**src/common/reset_source_pkg.sv**
```systemverilog
// Purpose: Constants and types shared by the reset source control block.
// Assumes: 8-bit register port, one 250 MHz clock.
// Notes:   Register offsets are the byte addresses of the register port.
//
// Contract
// - Power-on reset, the pin and seven internal causes combine into system reset.
// - Committed configuration bit 0 at 1 ignores the external reset pin.
// - Only power-on reset returns the committed pin-disable value to default.
// - Every reset type clears the written configuration contents.
// - A written pin-disable value takes effect only after key 0xB2.
// - Key 0xB2, 0xD4, 0x71 commit their fields; other values ignored.
// - Key address read returns status; bit 0 is the committed disable.
// - Configuration bits 7 to 3 read as zero.
// - Cause register holds one flag per internal cause, bits 0 to 6.
// - Cause flags survive internal resets; cleared by power-on, pin, software.
// - Clear request then key 0x71 zeroes flags and drops the request.
// - Cause register bit 7 is write-only and reads as zero.
// - All resets feed warm-up; execution starts after warm-up ends.
// - A reset during warm-up restarts the warm-up counter.

package reset_source_pkg;

	localparam int unsigned ADDR_W = 12;
	localparam int unsigned DATA_W = 8;
	localparam int unsigned NUM_CAUSES = 7;

	localparam logic [ADDR_W-1:0] ADDR_CAUSE_FLAGS = 12'hFCC;
	localparam logic [ADDR_W-1:0] ADDR_CONFIG      = 12'hFDE;
	localparam logic [ADDR_W-1:0] ADDR_KEY_STATUS  = 12'hFDF;
	localparam logic [ADDR_W-1:0] ADDR_IRQ_STATUS  = 12'hFE0;
	localparam logic [ADDR_W-1:0] ADDR_IRQ_MASK    = 12'hFE1;

	localparam logic [DATA_W-1:0] KEY_DISABLE = 8'hB2;
	localparam logic [DATA_W-1:0] KEY_VECTOR  = 8'hD4;
	localparam logic [DATA_W-1:0] KEY_CLEAR   = 8'h71;

	localparam int unsigned BIT_DISABLE = 0;
	localparam int unsigned BIT_AREA    = 1;
	localparam int unsigned BIT_VECTOR  = 2;
	localparam int unsigned BIT_CLEAR   = 7;

	localparam logic [DATA_W-1:0] ZERO_BYTE  = 8'h00;
	localparam logic [2:0]        CFG_RESET  = 3'h0;
	localparam logic [NUM_CAUSES-1:0] FLAGS_RESET = 7'h00;

	// Warm-up length after reset release, in high-frequency clock cycles
	localparam int unsigned WARMUP_NS     = 1000;
	localparam int unsigned CLK_PERIOD_NS = 4;
	localparam int unsigned WARMUP_CYCLES =
		(WARMUP_NS + CLK_PERIOD_NS - 1) / CLK_PERIOD_NS;
	localparam int unsigned WARM_W = 12;
	localparam logic [WARM_W-1:0] WARM_LAST = WARM_W'(WARMUP_CYCLES - 1);
	localparam logic [WARM_W-1:0] WARM_ZERO = 12'h000;

	typedef enum logic [1:0] {
		WARM_RESET = 2'b01,
		WARM_RUN   = 2'b10
	} warm_state_t;

endpackage

```
**src/common/reset_event_if.sv**
```systemverilog
`timescale 1ns/1ns
// Purpose: Carries reset events from the top to the cause and warm-up logic.
// Assumes: One clock domain.
// Notes:   Level signals, sampled each cycle.

interface reset_event_if;
	import reset_source_pkg::*;

	logic                  por;
	logic                  ext_reset;
	logic                  any_reset;
	logic [NUM_CAUSES-1:0] causes;

	modport src (
		output por,
		output ext_reset,
		output any_reset,
		output causes
	);
	modport dst (
		input por,
		input ext_reset,
		input any_reset,
		input causes
	);
endinterface

```
**src/design/reset_source_control.sv**
```systemverilog
// Added by the designer: the plain strobed port.
`timescale 1ns/1ns
// Purpose: Reset source control with keyed commit and cause flags.
// Assumes: rst_in is the power-on reset; other sources are level inputs.
// Notes:   Sources are synchronous to core_clk_in.

module reset_source_control
	import reset_source_pkg::*;
(
	input  wire logic                          core_clk_in,   // Clock
	input  wire logic                          rst_in,        // Power-on
	input  wire logic                          ext_reset_in,  // Pin, high
	input  wire logic                          vdet1_in,      // Voltage 1
	input  wire logic                          vdet2_in,      // Voltage 2
	input  wire logic                          watchdog_in,   // Watchdog
	input  wire logic                          clk_fault_in,  // Clock fault
	input  wire logic                          trim_fault_in, // Trim reset
	input  wire logic                          trim_abn_in,   // Trim status
	input  wire logic                          flash_sb_in,   // Flash standby
	input  wire logic [reset_source_pkg::ADDR_W-1:0] addr_in, // Address
	input  wire logic [reset_source_pkg::DATA_W-1:0] wdata_in, // Write data
	input  wire logic                          wr_in,         // Write strobe
	input  wire logic                          rd_in,         // Read strobe
	output logic      [reset_source_pkg::DATA_W-1:0] rdata_out, // Read data
	output logic                               sys_reset_out, // System reset
	output logic                               cpu_run_out,   // Run enable
	output logic                               vector_sel_out, // Committed b2
	output logic                               area_sel_out,  // Committed b1
	output logic                               irq_out        // Interrupt
);
	import reset_source_pkg::*;

	reset_event_if ev ();

	// ------------------------------------------------------------
	// Reset combining
	// ------------------------------------------------------------
	logic                  ext_reset_disable_committed;
	logic                  reset_vector_committed;
	logic                  reset_area_committed;
	logic                  ext_gated;
	logic [NUM_CAUSES-1:0] causes;
	logic                  internal_any;
	logic                  any_reset;

	assign ext_gated = ext_reset_in && !ext_reset_disable_committed;
	assign causes = {flash_sb_in, trim_abn_in, trim_fault_in, vdet2_in,
		vdet1_in, clk_fault_in, watchdog_in};
	assign internal_any = |causes;
	assign any_reset = rst_in || ext_gated || internal_any;

	assign ev.por       = rst_in;
	assign ev.ext_reset = ext_gated;
	assign ev.any_reset = any_reset;
	assign ev.causes    = causes;

	// ------------------------------------------------------------
	// Sub-blocks
	// ------------------------------------------------------------
	logic [NUM_CAUSES-1:0] flags;
	logic                  flag_clear;
	logic                  warm_done;

	cause_flag_bank u_flags (
		.core_clk_in (core_clk_in),
		.ev          (ev.dst),
		.clear_in    (flag_clear),
		.flags_out   (flags)
	);

	warmup_sequencer u_warm (
		.core_clk_in (core_clk_in),
		.ev          (ev.dst),
		.run_out     (warm_done)
	);

	// ------------------------------------------------------------
	// Register writes and key commits
	// ------------------------------------------------------------
	logic       cfg_disable;
	logic       cfg_area;
	logic       cfg_vector;
	logic       clear_req;
	logic       next_cfg_disable;
	logic       next_cfg_area;
	logic       next_cfg_vector;
	logic       next_clear_req;
	logic       next_dis_commit;
	logic       next_area_commit;
	logic       next_vec_commit;
	logic       next_flag_clear;
	logic       key_wr;
	logic [NUM_CAUSES-1:0] irq_mask;
	logic [NUM_CAUSES-1:0] next_irq_mask;

	assign key_wr = wr_in && (addr_in == ADDR_KEY_STATUS);

	always_comb begin
		next_cfg_disable = cfg_disable;
		next_cfg_area    = cfg_area;
		next_cfg_vector  = cfg_vector;
		next_clear_req   = clear_req;
		next_dis_commit  = ext_reset_disable_committed;
		next_area_commit = reset_area_committed;
		next_vec_commit  = reset_vector_committed;
		next_flag_clear  = 1'b0;
		next_irq_mask    = irq_mask;
		if (wr_in && addr_in == ADDR_CONFIG) begin
			next_cfg_disable = wdata_in[BIT_DISABLE];
			next_cfg_area    = wdata_in[BIT_AREA];
			next_cfg_vector  = wdata_in[BIT_VECTOR];
		end
		if (wr_in && addr_in == ADDR_CAUSE_FLAGS) begin
			next_clear_req = wdata_in[BIT_CLEAR];
		end
		if (wr_in && addr_in == ADDR_IRQ_MASK) begin
			next_irq_mask = wdata_in[NUM_CAUSES-1:0];
		end
		if (key_wr) begin
			case (wdata_in)
				KEY_DISABLE: begin
					next_dis_commit = cfg_disable;
				end
				KEY_VECTOR: begin
					next_area_commit = cfg_area;
					next_vec_commit  = cfg_vector;
				end
				KEY_CLEAR: begin
					if (clear_req) begin
						next_flag_clear = 1'b1;
						next_clear_req  = 1'b0;
					end
				end
				default: begin
				end
			endcase
		end
		if (any_reset) begin
			next_cfg_disable = 1'b0;
			next_cfg_area    = 1'b0;
			next_cfg_vector  = 1'b0;
			next_clear_req   = 1'b0;
			next_flag_clear  = 1'b0;
		end
		if (rst_in) begin
			next_dis_commit  = 1'b0;
			next_area_commit = 1'b0;
			next_vec_commit  = 1'b0;
			next_irq_mask    = FLAGS_RESET;
		end
	end

	always_ff @(posedge core_clk_in) begin
		cfg_disable                 <= next_cfg_disable;
		cfg_area                    <= next_cfg_area;
		cfg_vector                  <= next_cfg_vector;
		clear_req                   <= next_clear_req;
		ext_reset_disable_committed <= next_dis_commit;
		reset_area_committed        <= next_area_commit;
		reset_vector_committed      <= next_vec_commit;
		flag_clear                  <= next_flag_clear;
		irq_mask                    <= next_irq_mask;
	end

	// ------------------------------------------------------------
	// Interrupt status: sticky copy of cause events, cleared on read
	// ------------------------------------------------------------
	logic [NUM_CAUSES-1:0] irq_status;
	logic [NUM_CAUSES-1:0] next_irq_status;
	logic                  next_irq;

	always_comb begin
		next_irq_status = irq_status;
		if (rd_in && addr_in == ADDR_IRQ_STATUS) begin
			next_irq_status = FLAGS_RESET;
		end
		next_irq_status = next_irq_status | causes;
		if (rst_in) begin
			next_irq_status = FLAGS_RESET;
		end
		next_irq = |(next_irq_status & next_irq_mask);
	end

	always_ff @(posedge core_clk_in) begin
		irq_status <= next_irq_status;
		irq_out    <= next_irq;
	end

	// ------------------------------------------------------------
	// Read data and outputs
	// ------------------------------------------------------------
	logic [DATA_W-1:0] next_rdata;

	always_comb begin
		next_rdata = ZERO_BYTE;
		if (rd_in) begin
			case (addr_in)
				ADDR_CAUSE_FLAGS: begin
					next_rdata = {1'b0, flags};
				end
				ADDR_CONFIG: begin
					next_rdata = {5'h00, cfg_vector, cfg_area,
						cfg_disable};
				end
				ADDR_KEY_STATUS: begin
					next_rdata = {5'h00, reset_vector_committed,
						reset_area_committed,
						ext_reset_disable_committed};
				end
				ADDR_IRQ_STATUS: begin
					next_rdata = {1'b0, irq_status};
				end
				ADDR_IRQ_MASK: begin
					next_rdata = {1'b0, irq_mask};
				end
				default: begin
					next_rdata = ZERO_BYTE;
				end
			endcase
		end
	end

	always_ff @(posedge core_clk_in) begin
		rdata_out      <= next_rdata;
		sys_reset_out  <= any_reset;
		cpu_run_out    <= warm_done && !any_reset;
		vector_sel_out <= next_vec_commit;
		area_sel_out   <= next_area_commit;
	end
endmodule

```
**src/design/cause_flag_bank.sv**
```systemverilog
`timescale 1ns/1ns
// Purpose: Sticky flags recording which internal source caused a reset.
// Assumes: Clear pulse comes from the key logic.
// Notes:   A source event wins over a clear in the same cycle.

module cause_flag_bank
	import reset_source_pkg::*;
(
	input  wire logic                  core_clk_in, // System clock
	reset_event_if.dst                 ev,          // Reset events
	input  wire logic                  clear_in,    // Software clear pulse
	output logic      [NUM_CAUSES-1:0] flags_out    // Sticky cause flags
);
	import reset_source_pkg::*;

	logic [NUM_CAUSES-1:0] flags;
	logic [NUM_CAUSES-1:0] next_flags;

	always_comb begin
		next_flags = flags;
		if (ev.por || ev.ext_reset || clear_in) begin
			next_flags = FLAGS_RESET;
		end
		next_flags = next_flags | ev.causes;
	end

	always_ff @(posedge core_clk_in) begin
		flags <= next_flags;
	end

	assign flags_out = flags;
endmodule

```
**src/design/warmup_sequencer.sv**
```systemverilog
`timescale 1ns/1ns
// Purpose: Holds the core in reset until warm-up after release finishes.
// Assumes: Any reset level restarts the count.
// Notes:   run_out high means program execution may start.

module warmup_sequencer
	import reset_source_pkg::*;
(
	input  wire logic core_clk_in, // System clock
	reset_event_if.dst ev,         // Reset events
	output logic      run_out      // Warm-up done
);
	import reset_source_pkg::*;

	warm_state_t       state;
	warm_state_t       next_state;
	logic [WARM_W-1:0] count;
	logic [WARM_W-1:0] next_count;

	always_comb begin
		next_state = state;
		next_count = count;
		case (state)
			WARM_RESET: begin
				if (ev.any_reset) begin
					next_count = WARM_ZERO;
				end else if (count == WARM_LAST) begin
					next_state = WARM_RUN;
				end else begin
					next_count = count + 12'h001;
				end
			end
			WARM_RUN: begin
				next_count = WARM_ZERO;
			end
			default: begin
				next_state = WARM_RESET;
				next_count = WARM_ZERO;
			end
		endcase
		if (ev.any_reset) begin
			next_state = WARM_RESET;
			next_count = WARM_ZERO;
		end
	end

	always_ff @(posedge core_clk_in) begin
		state <= next_state;
		count <= next_count;
	end

	assign run_out = (state == WARM_RUN);
endmodule

```
**config.mk**
```make
export PLATFORM = sky130hd
export DESIGN_NAME = reset_source_control
export DESIGN_NICKNAME = d
export VERILOG_FILES = /design/src/common/reset_source_pkg.sv /design/src/common/reset_event_if.sv /design/src/design/reset_source_control.sv /design/src/design/cause_flag_bank.sv /design/src/design/warmup_sequencer.sv
export SDC_FILE = /design/constraint.sdc
export NUM_CORES = 1
export LEC_CHECK = 0
export BUFFER_PORTS_ARGS = -buffer_cell sky130_fd_sc_hd__buf_4
export CAP_MARGIN = 20
export CORE_AREA = 4 4 85 63
export DETAILED_ROUTE_END_ITERATION = 16
export DIE_AREA = 0 0 89 67
export HOLD_SLACK_MARGIN = 0.12
export PLACE_DENSITY = 0.79
export SYNTH_ARGS = -nofsm -noshare
export SYNTH_HDL_FRONTEND = slang
export SYNTH_SLANG_ARGS = --single-unit
```
**constraint.sdc**
```tcl
create_clock -name core_clk_in -period 5.7 [get_ports core_clk_in]
set_clock_uncertainty 0.2 [all_clocks]
set_input_delay 0 -clock core_clk_in [delete_from_list [all_inputs] [get_ports core_clk_in]]
set_output_delay 0 -clock core_clk_in [all_outputs]
set_load 0.01 [all_outputs]
```
# After elaboration in Yosys (flattened, before gate mapping)
# Index checks and enable logic that the tools add are counted.
[totals]
output_inout_bits = 13
wordCells = 69
register_bits = 54
[classes]
eq_ne = 12
addsub = 1
mux = 13
reduce_logical = 19
n_bitwise = 7
[ops]
columns = ["op", "n"]
rows = [
  ["12-bit == test, second input constant", 5],
  ["7-bit 2-to-1 mux", 5],
  ["7-bit case mux with 5 select lines", 1],
  ["8-bit == test, second input constant", 2],
  ["7-bit bitwise OR", 2],
  ["7-bit OR reduction", 2],
  ["12-bit by 1-bit adder with 12-bit output, second input constant", 1],
  ["12-bit by 8-bit == test with 1-bit output, second input constant", 1],
  ["8-bit by 7-bit == test with 1-bit output, second input constant", 1],
  ["7-bit AND", 1],
  ["1-bit logical AND", 7],
  ["2-bit AND reduction", 3],
  ["1-bit 2-to-1 mux", 5],
  ["1-bit NOT", 4],
  ["2-bit case mux with 2 select lines", 1],
  ["1-bit logical OR", 3],
  ["3-bit OR reduction", 1],
  ["2-bit by 1-bit == test with 1-bit output, second input constant", 1],
  ["2-bit == test, second input constant", 1],
  ["1-bit zero test", 2],
  ["2-bit 2-to-1 mux", 1],
  ["2-bit by 1-bit != test with 1-bit output, second input constant", 1],
  ["2-bit OR reduction", 1],
]

# Logic depth before layout (Yosys ltp)
[depth]
depth_word = 7
ltp_mapped = 7
mapped_depth_nobuf = 7

# Modules after synthesis
# From an unflattened synthesis, not the netlist that was laid out.
[hier_totals]
hier_cells = 240
area_unflattened_um2 = 2376.0
[by_module_without_submodules]
columns = ["module", "cells_per_inst", "instances", "area_per_inst_um2", "seq_area_each_um2"]
rows = [
  ["reset_source_control", 161, 1, 1539.0, 640.6],
  ["warmup_sequencer", 64, 1, 628.1, 280.3],
  ["cause_flag_bank", 15, 1, 209.0, 140.1],
]

# Worst setup path before layout
# OpenSTA, ideal clock, no wires.
[synth_path]
path_kind = "register to register"
from = "register u_warm.count[0]"
to = "register u_warm.state[0]"
arrival_ns = 1.727
required_time_ns = 5.382
path_stages_with_launch = 6
n_path_buf = 0
setup_ns = 0.118
synth_period_minus_slack_ns = 2.044
setup_slack_ns = 3.656
path_cell_list = "dfxtp_1 -> ha_1 -> nor4b_1 -> nand4_1 -> or3b_2 -> a21o_2"
[synth_between]
elab_chain_len = 3
[synth_rtl]
columns = ["element", "line_no", "rtl"]
rows = [
  ["start: declaration", "warmup_sequencer.sv:17", "logic [WARM_W-1:0] count;"],
  ["start signal: assignment", "warmup_sequencer.sv:49", "count <= next_count;"],
  ["12-bit by 8-bit == test with 1-bit output", "warmup_sequencer.sv:27", "end else if (count == WARM_LAST) begin"],
  ["2-bit by 1-bit != test with 1-bit output (no line)", "--", ""],
  ["2-bit AND reduction (no line)", "--", ""],
  ["end signal: assignment", "warmup_sequencer.sv:48", "state <= next_state;"],
  ["end: declaration", "warmup_sequencer.sv:15", "warm_state_t state;"],
]
# Every way passes these cells.
# A chain may end at the register's enable or synchronous reset.

# Worst setup path after layout
[layout_path]
from = "input port addr_in[6] (netlist bit)"
to = "register rdata_out[4] (netlist bit)"
[layout_between]
elab_chain_len = 2
[layout_rtl]
columns = ["element", "line_no", "rtl"]
rows = [
  ["start: declaration", "reset_source_control.sv:20", "input wire logic [reset_source_pkg::ADDR_W-1:0] addr_in,"],
  ["12-bit == test", "reset_source_control.sv:197", "case (addr_in)"],
  ["7-bit case mux with 5 select lines (*)", "reset_source_control.sv:197", ""],
  ["end signal: assignment", "reset_source_control.sv:224", "rdata_out <= next_rdata;"],
  ["end: declaration", "reset_source_control.sv:24", "output logic [reset_source_pkg::DATA_W-1:0] rdata_out,"],
]
# Every way passes the cells marked *; elsewhere a longest branch is shown, timed or not.

==> run summary <==
Startpoint Class: input pin
number of I/O pins: 45
global-route usage over all layers: 23.1%
Critical Path RT: 5.74 ns
first-pass GRT wire length: 10.3 mm
worst path buffer plus inverter count: 4
# fillers: 327
Num CTS Buffers: 5
worst-margin pin slew: 0.807 ns
P per Cell Area: 200 nW/um2
TritonCTS clock tree: done
initial core utilization: 50.5%
Final min period: 3.20 ns
slowest CP cell: dlygate4sd3_1
CTS H-tree depth: 2
Yosys warning total: 0
Max VDD drop: 0.000130 V
# port buffers: 43
share of layout cells above drive strength 1: 20.7%
CP Cell Sequence: dlygate4sd3_1 -> buf_4 -> nand4_1 -> or4_1 -> nor3_1 -> dlygate4sd3_1 -> a22oi_1 -> dlygate4sd3_1 -> nor2b_1
static leakage: 0.00132 uW
headroom to the max-slew limit: 45.9%
Layout Nets: 358
DRC: 0
top cells by area, synth: dfxtp_1 46%, mux2i_1 6.0%, mux2_2 5.3%
Syn Nets: 266
RSZ-0062 raised after global routing: false
largest area contributor in the netlist: dfxtp_1
storage element area: 1060 um2
Post-synth ARST share: 0%
antenna violations before repair: 0
number of synthesized flops with an enable pin: 0
Fin Setup TNS: 0 ns
ANT cells: 0
vias in the first global route: 2158
die area: 5960 um2
Post-CTS Resized: 0
Total Routed Length: 6.54 mm
die height: 67 um
Yosys top cell area share: 45.7%
GP Congestion: 0.841
Initial DRT Pass Iterations: 4
final setup fails: 0
crit-path max cell delay: 0.68 ns
row cnt: 21
maxcap violations: 0
clk root buf: clkbuf_8
DR vias/cell: 5.52
Final Hold Fails: 0
CORE AREA: 4600 um2
WL/cell: 17.2 um
Synth Instances: 232
crit path capture type: register
most frequent cell on the critical path: dlygate4sd3_1
HP Class: in2reg
CP top delay family: buffers and inverters
Die X: 89 um
Synth-to-Final Area Change: 39.2%
sequential element share of the synthesized area: 45.7%
status: completed
area of the multi-input gates: 1200 um2
routed vias: 2098
Critical Path Fanout Max: 6
Mean Syn Cell Area: 10.0 um2
Synth cell types: 41
largest net degree at the start of global routing: 27
Final period util: 56.1%
dpl hpwl: 4.04 mm
Cell Area, Synth: 2320 um2
Highest Clock Rate: 313 MHz
antenna viol nets, final: 0
fin util: 70.3%
Primary FF master, synth: dfxtp_1
Arr. time, crit path: 3.24 ns
flop and latch count out of synthesis: 53
Clock Latency Late Sink: 0.29 ns
clk buf depth: 2
crit path kind: in2reg
clock sink count: 53
DR iter-0 viols: 129
Clock transition at path regs: 0.09 ns
Congestion Overflow GR: 0
fin. max-slew vios: 0
## registers in the layout (all words and copies together) (netlist names), 2 cells and up
register,cells
u_warm.count,12
irq_mask,7
irq_status,7
rdata_out,7
u_flags.flags_out,7
u_warm.state,2
## repair_timing
| action | in CTS | in global routing |
|---|---|---|
| hold buffers | 48 | 0 |
| buffers inserted | 0 | 0 |
| endpoints found under the hold margin | 41 | 0 |
## synth_stat cells, types with 2 or more instances
library cell,count
a211oi_1,2
a21o_1,10
a21o_2,2
a21oi_1,3
a222oi_1,2
a22oi_1,7
and4_1,3
buf_6,2
clkbuf_1,5
dfxtp_1,53
ha_1,2
inv_1,4
mux2_2,11
mux2i_1,14
nand2_1,6
nand2b_1,12
nand3_1,6
nand4_1,8
nand4b_1,3
nor2_1,28
nor2b_1,14
nor3_1,3
nor4_1,3
nor4bb_1,2
or4_1,3
xnor2_1,4
xor2_1,6
## logic make-up (layout without fill, tap and decap cells)
| group | after synthesis | in the layout | share of synthesized area (%) |
|---|---|---|---|
| mux | 25 | 25 | 11.4 |
| fa+ha+maj | 2 | 2 | 1.08 |
| other cells | 1 | 1 | 0.161 |
| buf+inv | 12 | 103 | 2.75 |
| xor+xnor | 10 | 10 | 3.77 |
| compound gates | 29 | 29 | 9.59 |
| flops | 53 | 53 | 45.7 |
| simple gates | 100 | 100 | 25.6 |
## path summary, 6_finish.rpt
check,start,endpoint,slack [ns],cells after the start
worst max-delay path,addr_in[6],rdata_out[4]$_SDFF_PN0_,2.50,9
worst min-delay path,addr_in[8],irq_mask[3]$_DFF_P_,0.22,5
worst max register to register,u_warm.count[0]$_SDFFE_PP0N_,u_warm.state[0]$_SDFFE_PP1P_,3.40,5
worst min register to register,u_flags.flags_out[0]$_DFF_P_,rdata_out[0]$_SDFF_PN0_,0.28,2
## where the power goes
group          switching (uW)  total [uW]  leakage [uW]  internal, uW
Clock                     113         194     0.0000399          81.2
Sequential               4.00         381      0.000432           377
Combinational            28.9        71.9      0.000852          43.0
## stage by stage
step / power [uW] / worst slack (ns) / instances / hold slack [ns] / area (um2)
6_report: 647 / 2.50 / 380 / 0.220 / 3230
3_5_place_dp: 438 / 3.35 / 324 / -0.00179 / 2670
2_1_floorplan: 410 / 3.66 / 232 / -0.114 / 2320
4_1_cts: 643 / 2.45 / 378 / 0.187 / 3220
5_1_grt: 663 / 2.37 / 380 / 0.263 / 3230
3_3_place_gp: 437 / 3.39 / 324 / -0.00862 / 2670
## worst register-to-register path: stages, from the launching register on
cell	delay, ns
dfxtp_1	0.42
ha_1	0.17
nor4b_1	0.26
nand4_1	0.37
or3b_2	0.55
a21o_2	0.23
## area by class of cell
cell class                      instances  area share, %
Clock buffer                            5           2.13
Tap cell                               57           2.21
Timing Repair Buffer                   93           25.2
Inverter                                4          0.465
Multi-Input combinational cell        167           37.0
Clock inverter                          1          0.155
Sequential cell                        53           32.8
## metal layers
layer  track usage, %  up-vias  part of all wire, %
met5                0        -                    0
met4             6.51        0                  1.4
met3             3.58       13                  8.4
met2             38.5       85                   46
met1             30.8      991                   45
li1                 -     1009                    -
## placed cells by master, fill, tap and decap left out, types with 4 or more instances in the layout
cell / synthesis / final
xnor2_1: 4 / 4
a22oi_1: 7 / 7
xor2_1: 6 / 6
a21o_1: 10 / 10
mux2i_1: 14 / 14
nand2_1: 6 / 6
mux2_2: 11 / 11
buf_4: 1 / 43
nand2b_1: 12 / 12
nand3_1: 6 / 6
inv_1: 4 / 4
clkbuf_8: 0 / 5
dfxtp_1: 53 / 53
nor2b_1: 14 / 14
nor2_1: 28 / 28
dlygate4sd3_1: 0 / 48
nand4_1: 8 / 8
Note: power is estimated with default switching activity, not from simulation.
